File: src/rtl/spm_consts.svh
// Offsets, field positions, reset values and timing counts of the serial port
//
// Overview of operation
// - Interrupt when complete, enabled and globally enabled
// - Nothing operates unless port enable set
// - Bit order one shifts LSB first
// - Role select one means master, zero slave
// - Select low in master: drop role, flag
// - Polarity sets serial clock idle level
// - Phase picks sample and setup edges
// - Rate bits matter only as master
// - Divide by 4/16/64/128, doubled: 2/8/32/64
// - Byte finished sets transfer complete flag
// - Vector or status-then-data access clears flag
// - Data write while busy sets collision
// - Status then data access clears both flags
// - Status bits five to one read zero
// - Double speed bit doubles master clock
// - Data write loads shifter, starts transfer
// - Data read returns receive buffer
// - Master clock stops after eight bits
// - Select high resets slave shift logic
// - Single buffered send, double buffered receive
`ifndef SPM_CONSTS_SVH
`define SPM_CONSTS_SVH

// Register byte addresses
`define SPM_ADDR_CTRL 8'h30
`define SPM_ADDR_STAT 8'h34
`define SPM_ADDR_DATA 8'h38
`define SPM_ADDR_W 8

// Control field positions
`define SPM_C_IRQEN 7
`define SPM_C_EN 6
`define SPM_C_LSBF 5
`define SPM_C_ROLE_SELECT_BIT 4
`define SPM_C_POLARITY_BIT 3
`define SPM_C_PHASE_BIT 2

// Status field positions
`define SPM_S_TC 7
`define SPM_S_WRITE_COLLISION_FLAG 6
`define SPM_S_DBL 0

// Reset values
`define SPM_CTRL_RST 8'h00
`define SPM_DATA_RST 8'h00

// Half periods of the serial clock in ref_clk cycles for rate codes 0..3
`define SPM_HALF_0 7'h02
`define SPM_HALF_1 7'h08
`define SPM_HALF_2 7'h20
`define SPM_HALF_3 7'h40

// Index of the last of the 16 edges in one byte
`define SPM_LAST_EDGE 4'hF

`endif

File: src/rtl/spm_pkg.sv
// Types shared by the serial port design
package spm_pkg;

    // Master sequencer states
    typedef enum logic [0:0] {
        SPM_IDLE = 1'b0,
        SPM_RUN = 1'b1
    } spm_state_e;

    // Every flip-flop of the port
    typedef struct packed {
        spm_state_e st;
        logic [7:0] ctrl;
        logic dbl;
        logic tc;
        logic write_collision_flag;
        logic armed;
        logic [7:0] sh;
        logic [7:0] rxBuf;
        logic txBit;
        logic sckLvl;
        logic [3:0] edgeCnt;
        logic [6:0] divCnt;
        logic [2:0] sckS;
        logic [1:0] ssS;
        logic [1:0] misoS;
        logic [1:0] mosiS;
        logic rdy;
        logic [31:0] rdata;
        logic slvErr;
        logic irq;
        logic sckOe;
        logic mosiOe;
        logic misoOe;
    } spm_regs_s;

endpackage

File: src/rtl/spm_port.sv
// Byte-wide master/slave serial port with an APB register slave
//
// The APB slave port was left to the implementer.
`timescale 1ns/1ps
`default_nettype none
`include "spm_consts.svh"

module spm_port
    import spm_pkg::*;
(
    // Clock and reset
    input wire logic ref_clk,
    input wire logic nrst,
    // APB slave
    input wire logic psel,
    input wire logic penable,
    input wire logic pwrite,
    input wire logic [`SPM_ADDR_W-1:0] paddr,
    input wire logic [31:0] pwdata,
    output logic [31:0] prdata,
    output logic pready,
    output logic pslverr,
    // Processor side
    input wire logic globalIrqEn,
    input wire logic vectorAck,
    input wire logic ssPinIsInput,
    output logic spiIrq,
    // Serial clock pin
    input wire logic sckIn,
    output logic sckOut,
    output logic sckOe,
    // Master-out pin
    input wire logic mosiIn,
    output logic mosiOut,
    output logic mosiOe,
    // Master-in pin
    input wire logic misoIn,
    output logic misoOut,
    output logic misoOe,
    // Select pin, always an input to the port
    input wire logic ssnIn
);

    ////////////////////////////////////////////////////////////////////////
    // State

    // Present state
    spm_regs_s r;
    // Next state
    spm_regs_s n;

    ////////////////////////////////////////////////////////////////////////
    // Next-state logic

    // Whole port behaviour in one pass
    always_comb
    begin
        logic en;
        logic role_select_bit;
        logic phase_bit;
        logic lsbf;
        logic busy;
        logic mEdge;
        logic sEdge;
        logic inBit;
        logic outBit;
        logic [6:0] half;
        logic [7:0] shNew;
        logic acc;
        logic wr;
        logic rd;
        logic dataAcc;
        logic mapped;
        logic [7:0] rv;
        en = r.ctrl[`SPM_C_EN];
        role_select_bit = r.ctrl[`SPM_C_ROLE_SELECT_BIT];
        phase_bit = r.ctrl[`SPM_C_PHASE_BIT];
        lsbf = r.ctrl[`SPM_C_LSBF];
        busy = (r.st == SPM_RUN) || (r.edgeCnt != 4'h0);
        mEdge = 1'b0;
        sEdge = 1'b0;
        half = `SPM_HALF_0;
        shNew = r.sh;
        rv = 8'h00;
        n = r;

        // Pin synchronisers; logic reads the second stage, and for the serial clock also the third
        n.sckS = {r.sckS[1:0], sckIn};
        n.ssS = {r.ssS[0], ssnIn};
        n.misoS = {r.misoS[0], misoIn};
        n.mosiS = {r.mosiS[0], mosiIn};

        // Rate applies to master divider only
        unique case (r.ctrl[1:0])
            2'b00: half = `SPM_HALF_0;
            2'b01: half = `SPM_HALF_1;
            2'b10: half = `SPM_HALF_2;
            2'b11: half = `SPM_HALF_3;
        endcase
        if (r.dbl)
        begin
            half = half >> 1;
        end

        // Master clock divider runs only while a byte is in flight
        if (r.st == SPM_RUN)
        begin
            if (r.divCnt == half - 7'h01)
            begin
                n.divCnt = 7'h00;
                mEdge = 1'b1;
            end
            else
            begin
                n.divCnt = r.divCnt + 7'h01;
            end
        end

        // Select high resets slave bit counter
        if (!role_select_bit && r.ssS[1])
        begin
            n.edgeCnt = 4'h0;
        end
        else if (!role_select_bit && en)
        begin
            // Slave edges come from the second and third sync stages
            sEdge = r.sckS[1] ^ r.sckS[2];
        end

        outBit = lsbf ? r.sh[0] : r.sh[7];
        inBit = role_select_bit ? r.misoS[1] : r.mosiS[1];

        // First bit presented before leading edge
        if (!phase_bit && r.edgeCnt == 4'h0 && !busy)
        begin
            n.txBit = outBit;
        end

        // Shared edge engine for both roles
        if (mEdge || sEdge)
        begin
            // Sample on even edges when phase zero
            if (r.edgeCnt[0] == phase_bit)
            begin
                shNew = lsbf ? {inBit, r.sh[7:1]} : {r.sh[6:0], inBit};
                n.sh = shNew;
            end
            else
            begin
                n.txBit = outBit;
            end
            // Master clock toggles from idle level
            if (mEdge)
            begin
                n.sckLvl = ~r.sckLvl;
            end
            n.edgeCnt = r.edgeCnt + 4'h1;
            if (r.edgeCnt == `SPM_LAST_EDGE)
            begin
                n.rxBuf = shNew;
                n.tc = 1'b1;
                n.st = SPM_IDLE;
                n.edgeCnt = 4'h0;
            end
        end

        // Serial clock rests at its idle level between bytes
        if (r.st == SPM_IDLE)
        begin
            n.sckLvl = r.ctrl[`SPM_C_POLARITY_BIT];
        end

        ////////////////////////////////////////////////////////////////////
        // APB: answer one cycle into the access phase

        acc = psel && penable && r.rdy;
        wr = acc && pwrite;
        rd = acc && !pwrite;
        mapped = (paddr == `SPM_ADDR_CTRL) || (paddr == `SPM_ADDR_STAT)
            || (paddr == `SPM_ADDR_DATA);
        dataAcc = acc && (paddr == `SPM_ADDR_DATA);

        // Read value is captured on the same edge that raises pready
        unique case (paddr)
            `SPM_ADDR_CTRL: rv = r.ctrl;
            `SPM_ADDR_STAT: rv = {r.tc, r.write_collision_flag, 5'h00, r.dbl};
            `SPM_ADDR_DATA: rv = r.rxBuf;
            default: rv = 8'h00;
        endcase
        n.rdy = psel && penable && !r.rdy;
        if (psel && penable && !r.rdy)
        begin
            n.rdata = {24'h000000, rv};
            n.slvErr = !mapped;
        end
        else if (acc)
        begin
            n.slvErr = 1'b0;
        end

        if (dataAcc && r.armed)
        begin
            n.tc = 1'b0;
            n.write_collision_flag = 1'b0;
            n.armed = 1'b0;
        end
        if (rd && paddr == `SPM_ADDR_STAT && (r.tc || r.write_collision_flag))
        begin
            n.armed = 1'b1;
        end
        if (vectorAck)
        begin
            n.tc = 1'b0;
        end

        // Register writes
        if (wr && paddr == `SPM_ADDR_CTRL)
        begin
            n.ctrl = pwdata[7:0];
        end
        if (wr && paddr == `SPM_ADDR_STAT)
        begin
            n.dbl = pwdata[`SPM_S_DBL];
        end
        if (wr && paddr == `SPM_ADDR_DATA)
        begin
            if (busy)
            begin
                n.write_collision_flag = 1'b1;
            end
            else if (en)
            begin
                n.sh = pwdata[7:0];
                n.edgeCnt = 4'h0;
                // First bit on the line before leading edge
                n.txBit = lsbf ? pwdata[0] : pwdata[7];
                if (role_select_bit)
                begin
                    // Only a master launches the clock
                    n.st = SPM_RUN;
                    n.divCnt = 7'h00;
                end
            end
        end

        // Hardware sets win over the clears above
        if ((mEdge || sEdge) && r.edgeCnt == `SPM_LAST_EDGE)
        begin
            n.tc = 1'b1;
        end

        // Select low while master forces slave role
        if (en && role_select_bit && ssPinIsInput && !r.ssS[1])
        begin
            n.ctrl[`SPM_C_ROLE_SELECT_BIT] = 1'b0;
            n.tc = 1'b1;
            n.st = SPM_IDLE;
            n.edgeCnt = 4'h0;
        end

        if (!en)
        begin
            n.st = SPM_IDLE;
            n.edgeCnt = 4'h0;
            n.divCnt = 7'h00;
        end

        // Pin drivers: master owns clock and master-out, slave owns master-in
        // Pin directions follow the role
        n.sckOe = n.ctrl[`SPM_C_EN] && n.ctrl[`SPM_C_ROLE_SELECT_BIT];
        n.mosiOe = n.ctrl[`SPM_C_EN] && n.ctrl[`SPM_C_ROLE_SELECT_BIT];
        n.misoOe = n.ctrl[`SPM_C_EN] && !n.ctrl[`SPM_C_ROLE_SELECT_BIT] && !r.ssS[1];

        // Interrupt request gated by both enables
        n.irq = n.tc && n.ctrl[`SPM_C_IRQEN] && globalIrqEn;
    end

    ////////////////////////////////////////////////////////////////////////
    // State register

    // Asynchronous reset to constants only
    always_ff @(posedge ref_clk or negedge nrst)
    begin
        if (!nrst)
        begin
            r <= '0;
            r.ctrl <= `SPM_CTRL_RST;
            r.sh <= `SPM_DATA_RST;
            r.rxBuf <= `SPM_DATA_RST;
            r.sckS <= 3'h0;
            r.ssS <= 2'h3;
        end
        else
        begin
            r <= n;
        end
    end

    ////////////////////////////////////////////////////////////////////////
    // Outputs, each straight from a flip-flop

    assign prdata = r.rdata;
    assign pready = r.rdy;
    assign pslverr = r.slvErr;
    assign spiIrq = r.irq;
    assign sckOut = r.sckLvl;
    assign sckOe = r.sckOe;
    // Same shift-out bit serves both roles; only the enables differ
    assign mosiOut = r.txBit;
    assign mosiOe = r.mosiOe;
    assign misoOut = r.txBit;
    assign misoOe = r.misoOe;

endmodule
`default_nettype wire

File: config.mk
export PLATFORM = sky130hd
export DESIGN_NAME = spm_port
export DESIGN_NICKNAME = d
export VERILOG_FILES = /design/src/rtl/spm_pkg.sv /design/src/rtl/spm_port.sv
export VERILOG_INCLUDE_DIRS = /design/src /design/src/rtl
export SDC_FILE = /design/constraint.sdc
export NUM_CORES = 1
export LEC_CHECK = 0
export ABC_AREA = 1
export ABC_CLOCK_PERIOD_IN_PS = 2100
export BUFFER_PORTS_ARGS = -buffer_cell sky130_fd_sc_hd__clkbuf_2
export CORE_ASPECT_RATIO = 1.5
export CORE_UTILIZATION = 48
export CTS_BUF_LIST = sky130_fd_sc_hd__clkbuf_16
export CTS_CLUSTER_DIAMETER = 120
export DETAILED_ROUTE_END_ITERATION = 10
export HOLD_SLACK_MARGIN = 0.05
export PLACE_DENSITY_LB_ADDON = 0.15
export SLEW_MARGIN = 20
export SYNTH_ARGS = -nofsm -noshare
export SYNTH_HDL_FRONTEND = slang
export SYNTH_SLANG_ARGS = --single-unit
File: constraint.sdc
create_clock -name ref_clk -period 2.1 [get_ports ref_clk]
set_clock_uncertainty 0.05 [all_clocks]
set_input_delay 0.63 -clock ref_clk [delete_from_list [all_inputs] [get_ports ref_clk]]
set_output_delay 0.63 -clock ref_clk [all_outputs]
set_load 0.02 [all_outputs]
### After elaboration in Yosys (flattened, before gate mapping)

Index checks and enable logic that the tools add are counted.
Widths: inputs -> output; s select.

| cells by class | value |
|---|---|
| equal/unequal tests | 11 |
| reduce and logical (&&, ||, !) cells | 45 |
| add/sub/neg operators | 3 |
| bitwise logic cells | 2 |
| muxes and demuxes | 53 |

Operator list:

| kind | number |
|---|---|
| $mux 8 | 7 |
| $mux 11 | 3 |
| $mux 1 | 32 |
| $mux 7 | 4 |
| $pmux 7 s4 | 1 |
| $logic_and 1x1->1 | 25 |
| $eq 8x6->1 const B | 3 |
| $pmux 8 s3 | 1 |
| $mux 22 | 1 |
| $mux 4 | 3 |
| $logic_not 1->1 | 8 |
| $add 7x1->7 const B | 1 |
| $eq 7x7->1 | 1 |
| $sub 7x1->7 const B | 1 |
| $logic_or 1x1->1 | 5 |
| $add 4x1->4 const B | 1 |
| $eq 2x2->1 const B | 2 |
| $eq 4x4->1 const B | 1 |
| $logic_not 4->1 | 1 |
| $ne 2x1->1 const B | 2 |
| $reduce_and 2->1 | 2 |
| $reduce_bool 2->1 | 2 |
| $reduce_bool 4->1 | 1 |
| $mux 3 | 1 |
| 5 further kinds | 5 |

| storage, ports and cells | value |
|---|---|
| output and inout bits | 41 |
| input bits | 52 |
| flip-flop bits (word level) | 64 |

### Logic depth before layout (Yosys ltp)

Gate-level depths: netlist of run 1.

| logic depth | value |
|---|---|
| word-level depth | 15 |
| gate-level depth with buffers | 16 |

### Worst setup path after synthesis of run 1

Ideal clock, no wire load.

| path | value |
|---|---|
| kind | reg2reg |
| from | reg r[81] (netlist bit) |
| to | reg r, in the netlist spiIrq |
| arrival time | 1953 ps |
| setup time | 73 ps |
| period minus slack after synthesis | 2076 ps |
| setup slack | 24 ps |
| buffers on the path | 1 |
| stages on the path, launching flop included | 13 |
| cells stage by stage | dfrtp_1 nor2_2 nand2_1 ha_1 xnor2_1 nor2_1 nand2_1 nor2_1 nand3_2 nand2_4 nand2_4 buf_6 a21oi_2 |

RTL lines:

| element | RTL line | RTL |
|---|---|---|
| from (decl) | spm_port.sv:48 | `spm_regs_s r;` |
| from (signal assigned) | spm_port.sv:295 | `r <= n;` |

==> results.sh, run 1 <==
export IMPL_synthesis_area_sq_um=3588
export IMPL_grt_setup_unrepaired="true"
export IMPL_status="finished, violations left"
export IMPL_violations="negative setup slack"
export IMPL_crit_slowest_cell="dfrtp_1"
export IMPL_required_ps=2260
export IMPL_avgSynthCellArea_sq_um=7.801
export IMPL_track_usage_pct=22.28
export IMPL_antenna_found_initial=0
export IMPL_cts_sinks=64
export IMPL_syn_instance_count=460
export IMPL_final_cell_mix="nand2_1 (109), inv_1 (62), dfrtp_1 (62)"
export IMPL_place_hpwl_mm=5.869
export IMPL_gr_total_overflow=0
export IMPL_grt_max_degree=65
export IMPL_synth_main_ff_cell="dfrtp_1"
export IMPL_ys_async_sr_fraction_pct=100.0
export IMPL_layout_commonest_cell="nand2_1"
export IMPL_critPathMaxStageDelay_ps=380
export IMPL_routed_wl_mm=8.043
export IMPL_vias_per_cell=4.997
export IMPL_clockRootBuffer="clkbuf_16"
export IMPL_fp_dieW_um=72.60
export IMPL_ys_warn_count=0
export IMPL_first_iter_violations=145
export IMPL_numPortBuffers=44
export IMPL_fp_row_count=38
export IMPL_place_congestion=0.8474
export IMPL_dp_cells=602
export IMPL_wire_per_inst_um=12.95
export IMPL_start_util_pct=49.65
export IMPL_maxSlewHeadroom_pct=64.41
export IMPL_die_area_sq_um=7833
export IMPL_antenna_left=0
export IMPL_hold_viol_final=0
export IMPL_synthToLayoutAreaGrowth_pct=17.89
export IMPL_grt_pass1_wl_mm=13.10
export IMPL_nNetsFinal=572
export IMPL_r2r_start="r[80]"
export IMPL_fin_util_pct=58.54
export IMPL_fillers=710
export IMPL_holdCritPathClass="in -> async"
export IMPL_setup_violations=23
export IMPL_cts_buffers=9
export IMPL_drc=0
export IMPL_yosys_top_cells_area="dfrtp_1 (43%), nand2_1 (12%), buf_4 (7.3%)"
export IMPL_fin_crit_sh_pct=105.0
export IMPL_cp_num_buf_inv=1
export IMPL_cp_max_fo=9
export IMPL_cp_start_kind="flop"
export IMPL_drive_gt1_share_pct=21.31
export IMPL_drv_slew=0
export IMPL_fin_ws_ps=-105.0
export IMPL_synth_top_cell_area_share_pct=43.24
export IMPL_critPathKind="reg -> reg"
export IMPL_synth_cell_types=39
export IMPL_ys_seq_area_share_pct=44.70
export IMPL_io_pin_count=93
export IMPL_clk_latency_ps=330
export IMPL_ir_drop_v=0.0007273
export IMPL_worst_pin_slew_ps=533.8
export IMPL_die_h_um=107.9
export IMPL_holdBufCountCts=0
export IMPL_pwr_density_cell_nw_per_um2=771.4
export IMPL_maxCapViolations=0
export IMPL_critPathCaptureType="flop"
export IMPL_clkSlewWorstSetupHoldPaths_ps=50
export IMPL_synth_top_area_cell="dfrtp_1"
export IMPL_crit_path_start="r[80]"
export IMPL_first_pass_iters=4
export IMPL_tritoncts="done"
export IMPL_crit_chain="nor2_2 -> nand2_1 -> ha_1 -> xnor2_2 -> nor2_2 -> nand2_1 -> nor2_2 -> nand3_2 -> nand2_4 -> buf_12 -> nand2_1 -> nand3_2 -> o21ai_1"
export IMPL_max_freq_mhz=453.5
export IMPL_antenna_diode_count=0
export IMPL_crit_arrival_ps=2370
export IMPL_synth_edf_count=0
export IMPL_vias=3103
export IMPL_instances_no_fill=621
export IMPL_core_sq_um=7227
export IMPL_place_ws_ps=-79.55
export IMPL_clockBufferDepth=2
export IMPL_htreeDepth=3
export IMPL_fin_crit_ps=2205
export IMPL_cellLeakagePower_uw=0.002247
export IMPL_timing_hold_ws_ps=263.4
export IMPL_grt_pass1_vias=2873
export IMPL_synth_seq_cells=64
export IMPL_crit_family="simple AND/OR/NAND/NOR gates"
report_power, final:
group / internal (uW) / switching (uW) / total [uW]
Combinational: 201 / 360 / 561
Clock: 775 / 504 / 1280
Sequential: 1350 / 74.5 / 1420
synth_stat cells, types with 2 or more instances:
cell,instances
o22ai_1,8
buf_6,2
xnor2_1,3
xor2_1,5
buf_4,35
ha_1,4
o21ai_2,2
clkbuf_1,6
nand3_1,32
nand4_1,7
nor2_1,27
inv_1,59
buf_2,3
nor2_2,3
dfstp_2,2
nor3_1,7
o21ai_1,17
inv_2,4
o221ai_1,2
nand2_1,112
o211ai_1,6
dfrtp_1,62
nand2_4,2
o21ai_0,26
a21oi_1,10
final cells by class:
cell class                 count  area, sq um  area share, %
multi-input combinational    309         1574          37.21
tap                          100        125.1          2.958
sequential                    64         1604          37.92
inverter                      64        240.2          5.679
clock inverter                 7        32.53         0.7690
timing repair buffer          68        429.2          10.14
clock buffer                   9        225.2          5.324
path summary, 6_finish.rpt:
kind | to | slack [ps] | depth (start not counted)
worst max register to register | r[69] | -100 | 13
worst min-delay path | prdata[3] | 260 | 2
worst min register to register | n[46] | 290 | 0
max in group asynchronous | r[43] | 1420 | 2
min in group ref_clk | n[46] | 290 | 0
worst max-delay path | r[69] | -100 | 13
cell families after synthesis:
logic type / Yosys count / synth area share [%]
AOI/OAI and AO/OA: 75 / 11.89
DFF: 64 / 44.70
other: 1 / 0.1045
and+or+nand+nor: 197 / 23.99
muxes: 1 / 0.2790
xor gates and xnor gates: 8 / 1.953
adders and majority gates: 4 / 1.395
buffers and inverters: 110 / 15.69
per-stage QoR:
stage / power [uW] / instance area (sq um) / setup TNS (ps)
6_report: 3263 / 4230 / -1303
5_1_grt: 3430 / 4230 / -4348
2_1_floorplan: 1855 / 3675 / 0
3_5_place_dp: 1986 / 3880 / -1395
4_1_cts: 3279 / 4163 / -694.3
3_3_place_gp: 1967 / 3880 / -199.1
state kept, by name (all words and copies together), names as in the netlist:
name,count
r,44
spiIrq,1
pslverr,1
mosiOe,1
n,5
pready,1
misoOe,1
misoOut,1
sckOut,1
prdata,8
per-layer routing:
metal / routed length (um) / vias up / GRT usage (%)
met1: 3435 / 1462 / 25.87
li1: - / 1541 / -
met3: 342 / 15 / 3.839
met4: 208 / 0 / 12.32
met2: 4057 / 85 / 38.25
met5: 0 / - / 0
repair_timing:
item                       in CTS  in global routing
gates resized for setup         4                 14
setup buffers                   2                  1
setup endpoints to repair      27                 31
pin swaps                       8                  7
No activity file was read; power rests on OpenSTA's default activity.
==> run 2, diff against run 1 <==
--- a/config.mk
+++ b/config.mk
@@ -6,7 +6,6 @@
 export SDC_FILE = /design/constraint.sdc
 export NUM_CORES = 1
 export LEC_CHECK = 0
-export ABC_AREA = 1
 export ABC_CLOCK_PERIOD_IN_PS = 2100
 export BUFFER_PORTS_ARGS = -buffer_cell sky130_fd_sc_hd__clkbuf_2
 export CORE_ASPECT_RATIO = 1.5
==> run 2 against run 1 <==
Against the previous run: the run still ends with negative setup slack left; via count shrank 2.5%; non-clock buffer count up 33; first-iteration DRC count grew 4.1%; sequential power down 11%; routed wire length rose by 12%; combinational power fell by 69%; critical path depth is 3 lower; global-route usage is 1.6 points higher; synthesized cell count shrank 19%; total power fell by 16%; sequential share of layout area decreased by 4.3 points.
==> results.sh, run 2 <==
export IMPL_place_ws_ps=-571.0
export IMPL_antenna_left=0
export IMPL_die_area_sq_um=7966
export IMPL_reg2reg_slack_ps=-590
export IMPL_critPathCaptureType="flop"
export IMPL_reg2reg_to="r[60]"
export IMPL_maxCapViolations=0
export IMPL_sw_frac_of_total_pct=23.59
export IMPL_p_clk_share_pct=47.4
export IMPL_fin_util_pct=65.63
export IMPL_combPwrFrac_pct=6.4
export IMPL_syn_instance_count=374
export IMPL_synth_cell_types=56
export IMPL_die_h_um=108.8
export IMPL_worst_pin_slew_ps=645.4
export IMPL_r2r_start="r[81]"
export IMPL_internal_power_uw=2084
export IMPL_fin_ws_ps=-594.5
export IMPL_fp_row_count=38
export IMPL_maxSlewHeadroom_pct=56.98
export IMPL_yosys_top_cells_area="dfrtp_1 (42%), buf_4 (7.2%), mux2i_1 (6.0%)"
export IMPL_grt_pass1_wl_mm=14.17
export IMPL_status="finished, violations left"
export IMPL_reg2reg_depth=10
export IMPL_final_cell_mix="dfrtp_1 (62), clkbuf_2 (44), buf_4 (43)"
export IMPL_synthToLayoutAreaGrowth_pct=30.77
export IMPL_ys_seq_area_share_pct=43.93
export IMPL_place_hpwl_mm=6.270
export IMPL_fin_crit_ps=2694
export IMPL_required_ps=2260
export IMPL_seqPwrFrac_pct=46.2
export IMPL_vias=3026
export IMPL_drive_gt1_share_pct=37.37
export IMPL_synth_top_area_cell="dfrtp_1"
export IMPL_grt_setup_unrepaired="true"
export IMPL_synth_main_ff_cell="dfrtp_1"
export IMPL_clockBufferDepth=2
export IMPL_gr_total_overflow=0
export IMPL_violations="negative setup slack"
export IMPL_clk_latency_ps=330
export IMPL_crit_slowest_cell="dfrtp_1"
export IMPL_fin_setup_tns_ps=-16460
export IMPL_htreeDepth=3
export IMPL_first_iter_violations=151
export IMPL_tritoncts="done"
export IMPL_grt_max_degree=52
export IMPL_antenna_found_initial=0
export IMPL_nNetsFinal=514
export IMPL_vias_per_cell=5.375
export IMPL_pwr_density_cell_nw_per_um2=571.1
export IMPL_io_pin_count=93
export IMPL_ys_async_sr_fraction_pct=100.0
export IMPL_cp_start_kind="flop"
export IMPL_regArea_sq_um=1604
export IMPL_avgSynthCellArea_sq_um=9.762
export IMPL_setup_violations=32
export IMPL_critPathKind="reg -> reg"
export IMPL_first_pass_iters=4
export IMPL_ys_warn_count=0
export IMPL_cp_max_fo=8
export IMPL_antenna_diode_count=0
export IMPL_max_freq_mhz=371.1
export IMPL_holdCritPathClass="in -> async"
export IMPL_synth_edf_count=0
export IMPL_start_util_pct=50.19
export IMPL_synth_top_cell_area_share_pct=42.49
export IMPL_ir_drop_v=0.0004533
export IMPL_synth_most_common_cell="dfrtp_1"
export IMPL_synth_common_cells="dfrtp_1 (62), nand2_1 (42), buf_4 (35)"
export IMPL_cellLeakagePower_uw=0.002133
export IMPL_timing_hold_ws_ps=160.2
export IMPL_fp_dieW_um=73.21
export IMPL_critPathMaxStageDelay_ps=420
export IMPL_synth_seq_cells=64
export IMPL_track_usage_pct=23.90
export IMPL_synthesis_area_sq_um=3651
export IMPL_numPortBuffers=44
export IMPL_drc=0
export IMPL_core_sq_um=7274
export IMPL_crit_arrival_ps=2860
export IMPL_drv_slew=0
export IMPL_largest_register="r"
export IMPL_place_congestion=0.8356
export IMPL_routed_wl_mm=9.021
export IMPL_fin_crit_sh_pct=128.3
export IMPL_multi_input_area_sq_um=1991
export IMPL_cts_buffers=9
export IMPL_hold_viol_final=0
export IMPL_switching_power_uw=643.2
export IMPL_layout_commonest_cell="dfrtp_1"
export IMPL_wire_per_inst_um=16.02
export IMPL_largest_register_ffs=44
export IMPL_cts_sinks=64
export IMPL_fillers=610
export IMPL_clkSlewWorstSetupHoldPaths_ps=50
export IMPL_clockRootBuffer="clkbuf_16"
export IMPL_crit_chain="or3b_4 -> ha_4 -> nor2b_4 -> a211oi_4 -> buf_6 -> xor2_4 -> nand4_4 -> a21oi_4 -> buf_12 -> mux2_4"
export IMPL_grt_pass1_vias=2933
## run 2: power groups by stage
stage / sequential, uW / combinational (uW) / clock [uW]
floorplan: 1280 / 116 / 0
global placement: 1280 / 166 / 0
detailed placement: 1280 / 168 / 0
CTS: 1260 / 173 / 1310
global route: 1260 / 192 / 1360
finish: 1260 / 173 / 1290
## run 2: repair_timing
action / 4_1_cts / 5_1_grt
cloned: 2 / 0
setup buffers: 5 / 6
pin swaps: 27 / 25
hold buffers: 0 / 0
setup endpoints to repair: 32 / 33
resized for setup: 34 / 23
## run 2: per-layer routing
layer	vias up	global-route usage, %	share of wire [%]
met2	90	41.47	53
met1	1499	27.95	41
li1	1426	-	-
met5	-	0	0
met3	11	4.898	4.1
met4	0	10.92	2.3
## run 2: logic make-up (layout without fill, tap and decap cells)
kind of cell | count (synthesis) | after routing | synth area share, %
buffers and inverters | 63 | 129 | 10.28
xor gates and xnor gates | 12 | 12 | 3.084
AOI/OAI and AO/OA | 65 | 65 | 11.86
and+or+nand+nor | 127 | 127 | 18.40
other | 1 | 24 | 0.1027
adders and majority gates | 4 | 4 | 1.371
muxes | 38 | 38 | 10.97
DFF | 64 | 64 | 43.93
## run 2: area by class of cell
type | count | area share [%]
inverter | 12 | 0.9434
tap | 100 | 2.621
sequential | 64 | 33.60
timing repair buffer | 101 | 15.75
multi-input combinational | 270 | 41.69
clock buffer | 9 | 4.717
clock inverter | 7 | 0.6813
## run 2: metrics by stage
step | total power [uW] | instance area, sq um | instances
after global placement | 1446 | 4185 | 536
after detailed placement | 1449 | 4185 | 536
after floorplan | 1400 | 3794 | 397
after global routing | 2812 | 4775 | 563
final | 2727 | 4775 | 563
after CTS | 2745 | 4674 | 559
## run 2: worst max path at each step
stage	depth (start not counted)	start	slack, ps	end
after global routing	11	r[80]	-680	r[72]
after global placement	10	r[81]	-540	r[68]
after CTS	10	r[81]	-570	r[60]
after detailed placement	10	r[81]	-570	r[68]
final	10	r[81]	-590	r[60]
after floorplan	9	r[80]	-550	r[60]
## run 2: worst max-delay path: cells and delay by family, from the launching register on
family / cells / cell delay [ps]
flops: 1 / 420
xor+xnor: 1 / 190
simple gates: 3 / 690
mux: 1 / 300
fa+ha+maj: 1 / 190
compound gates: 2 / 430
buf+inv: 2 / 300
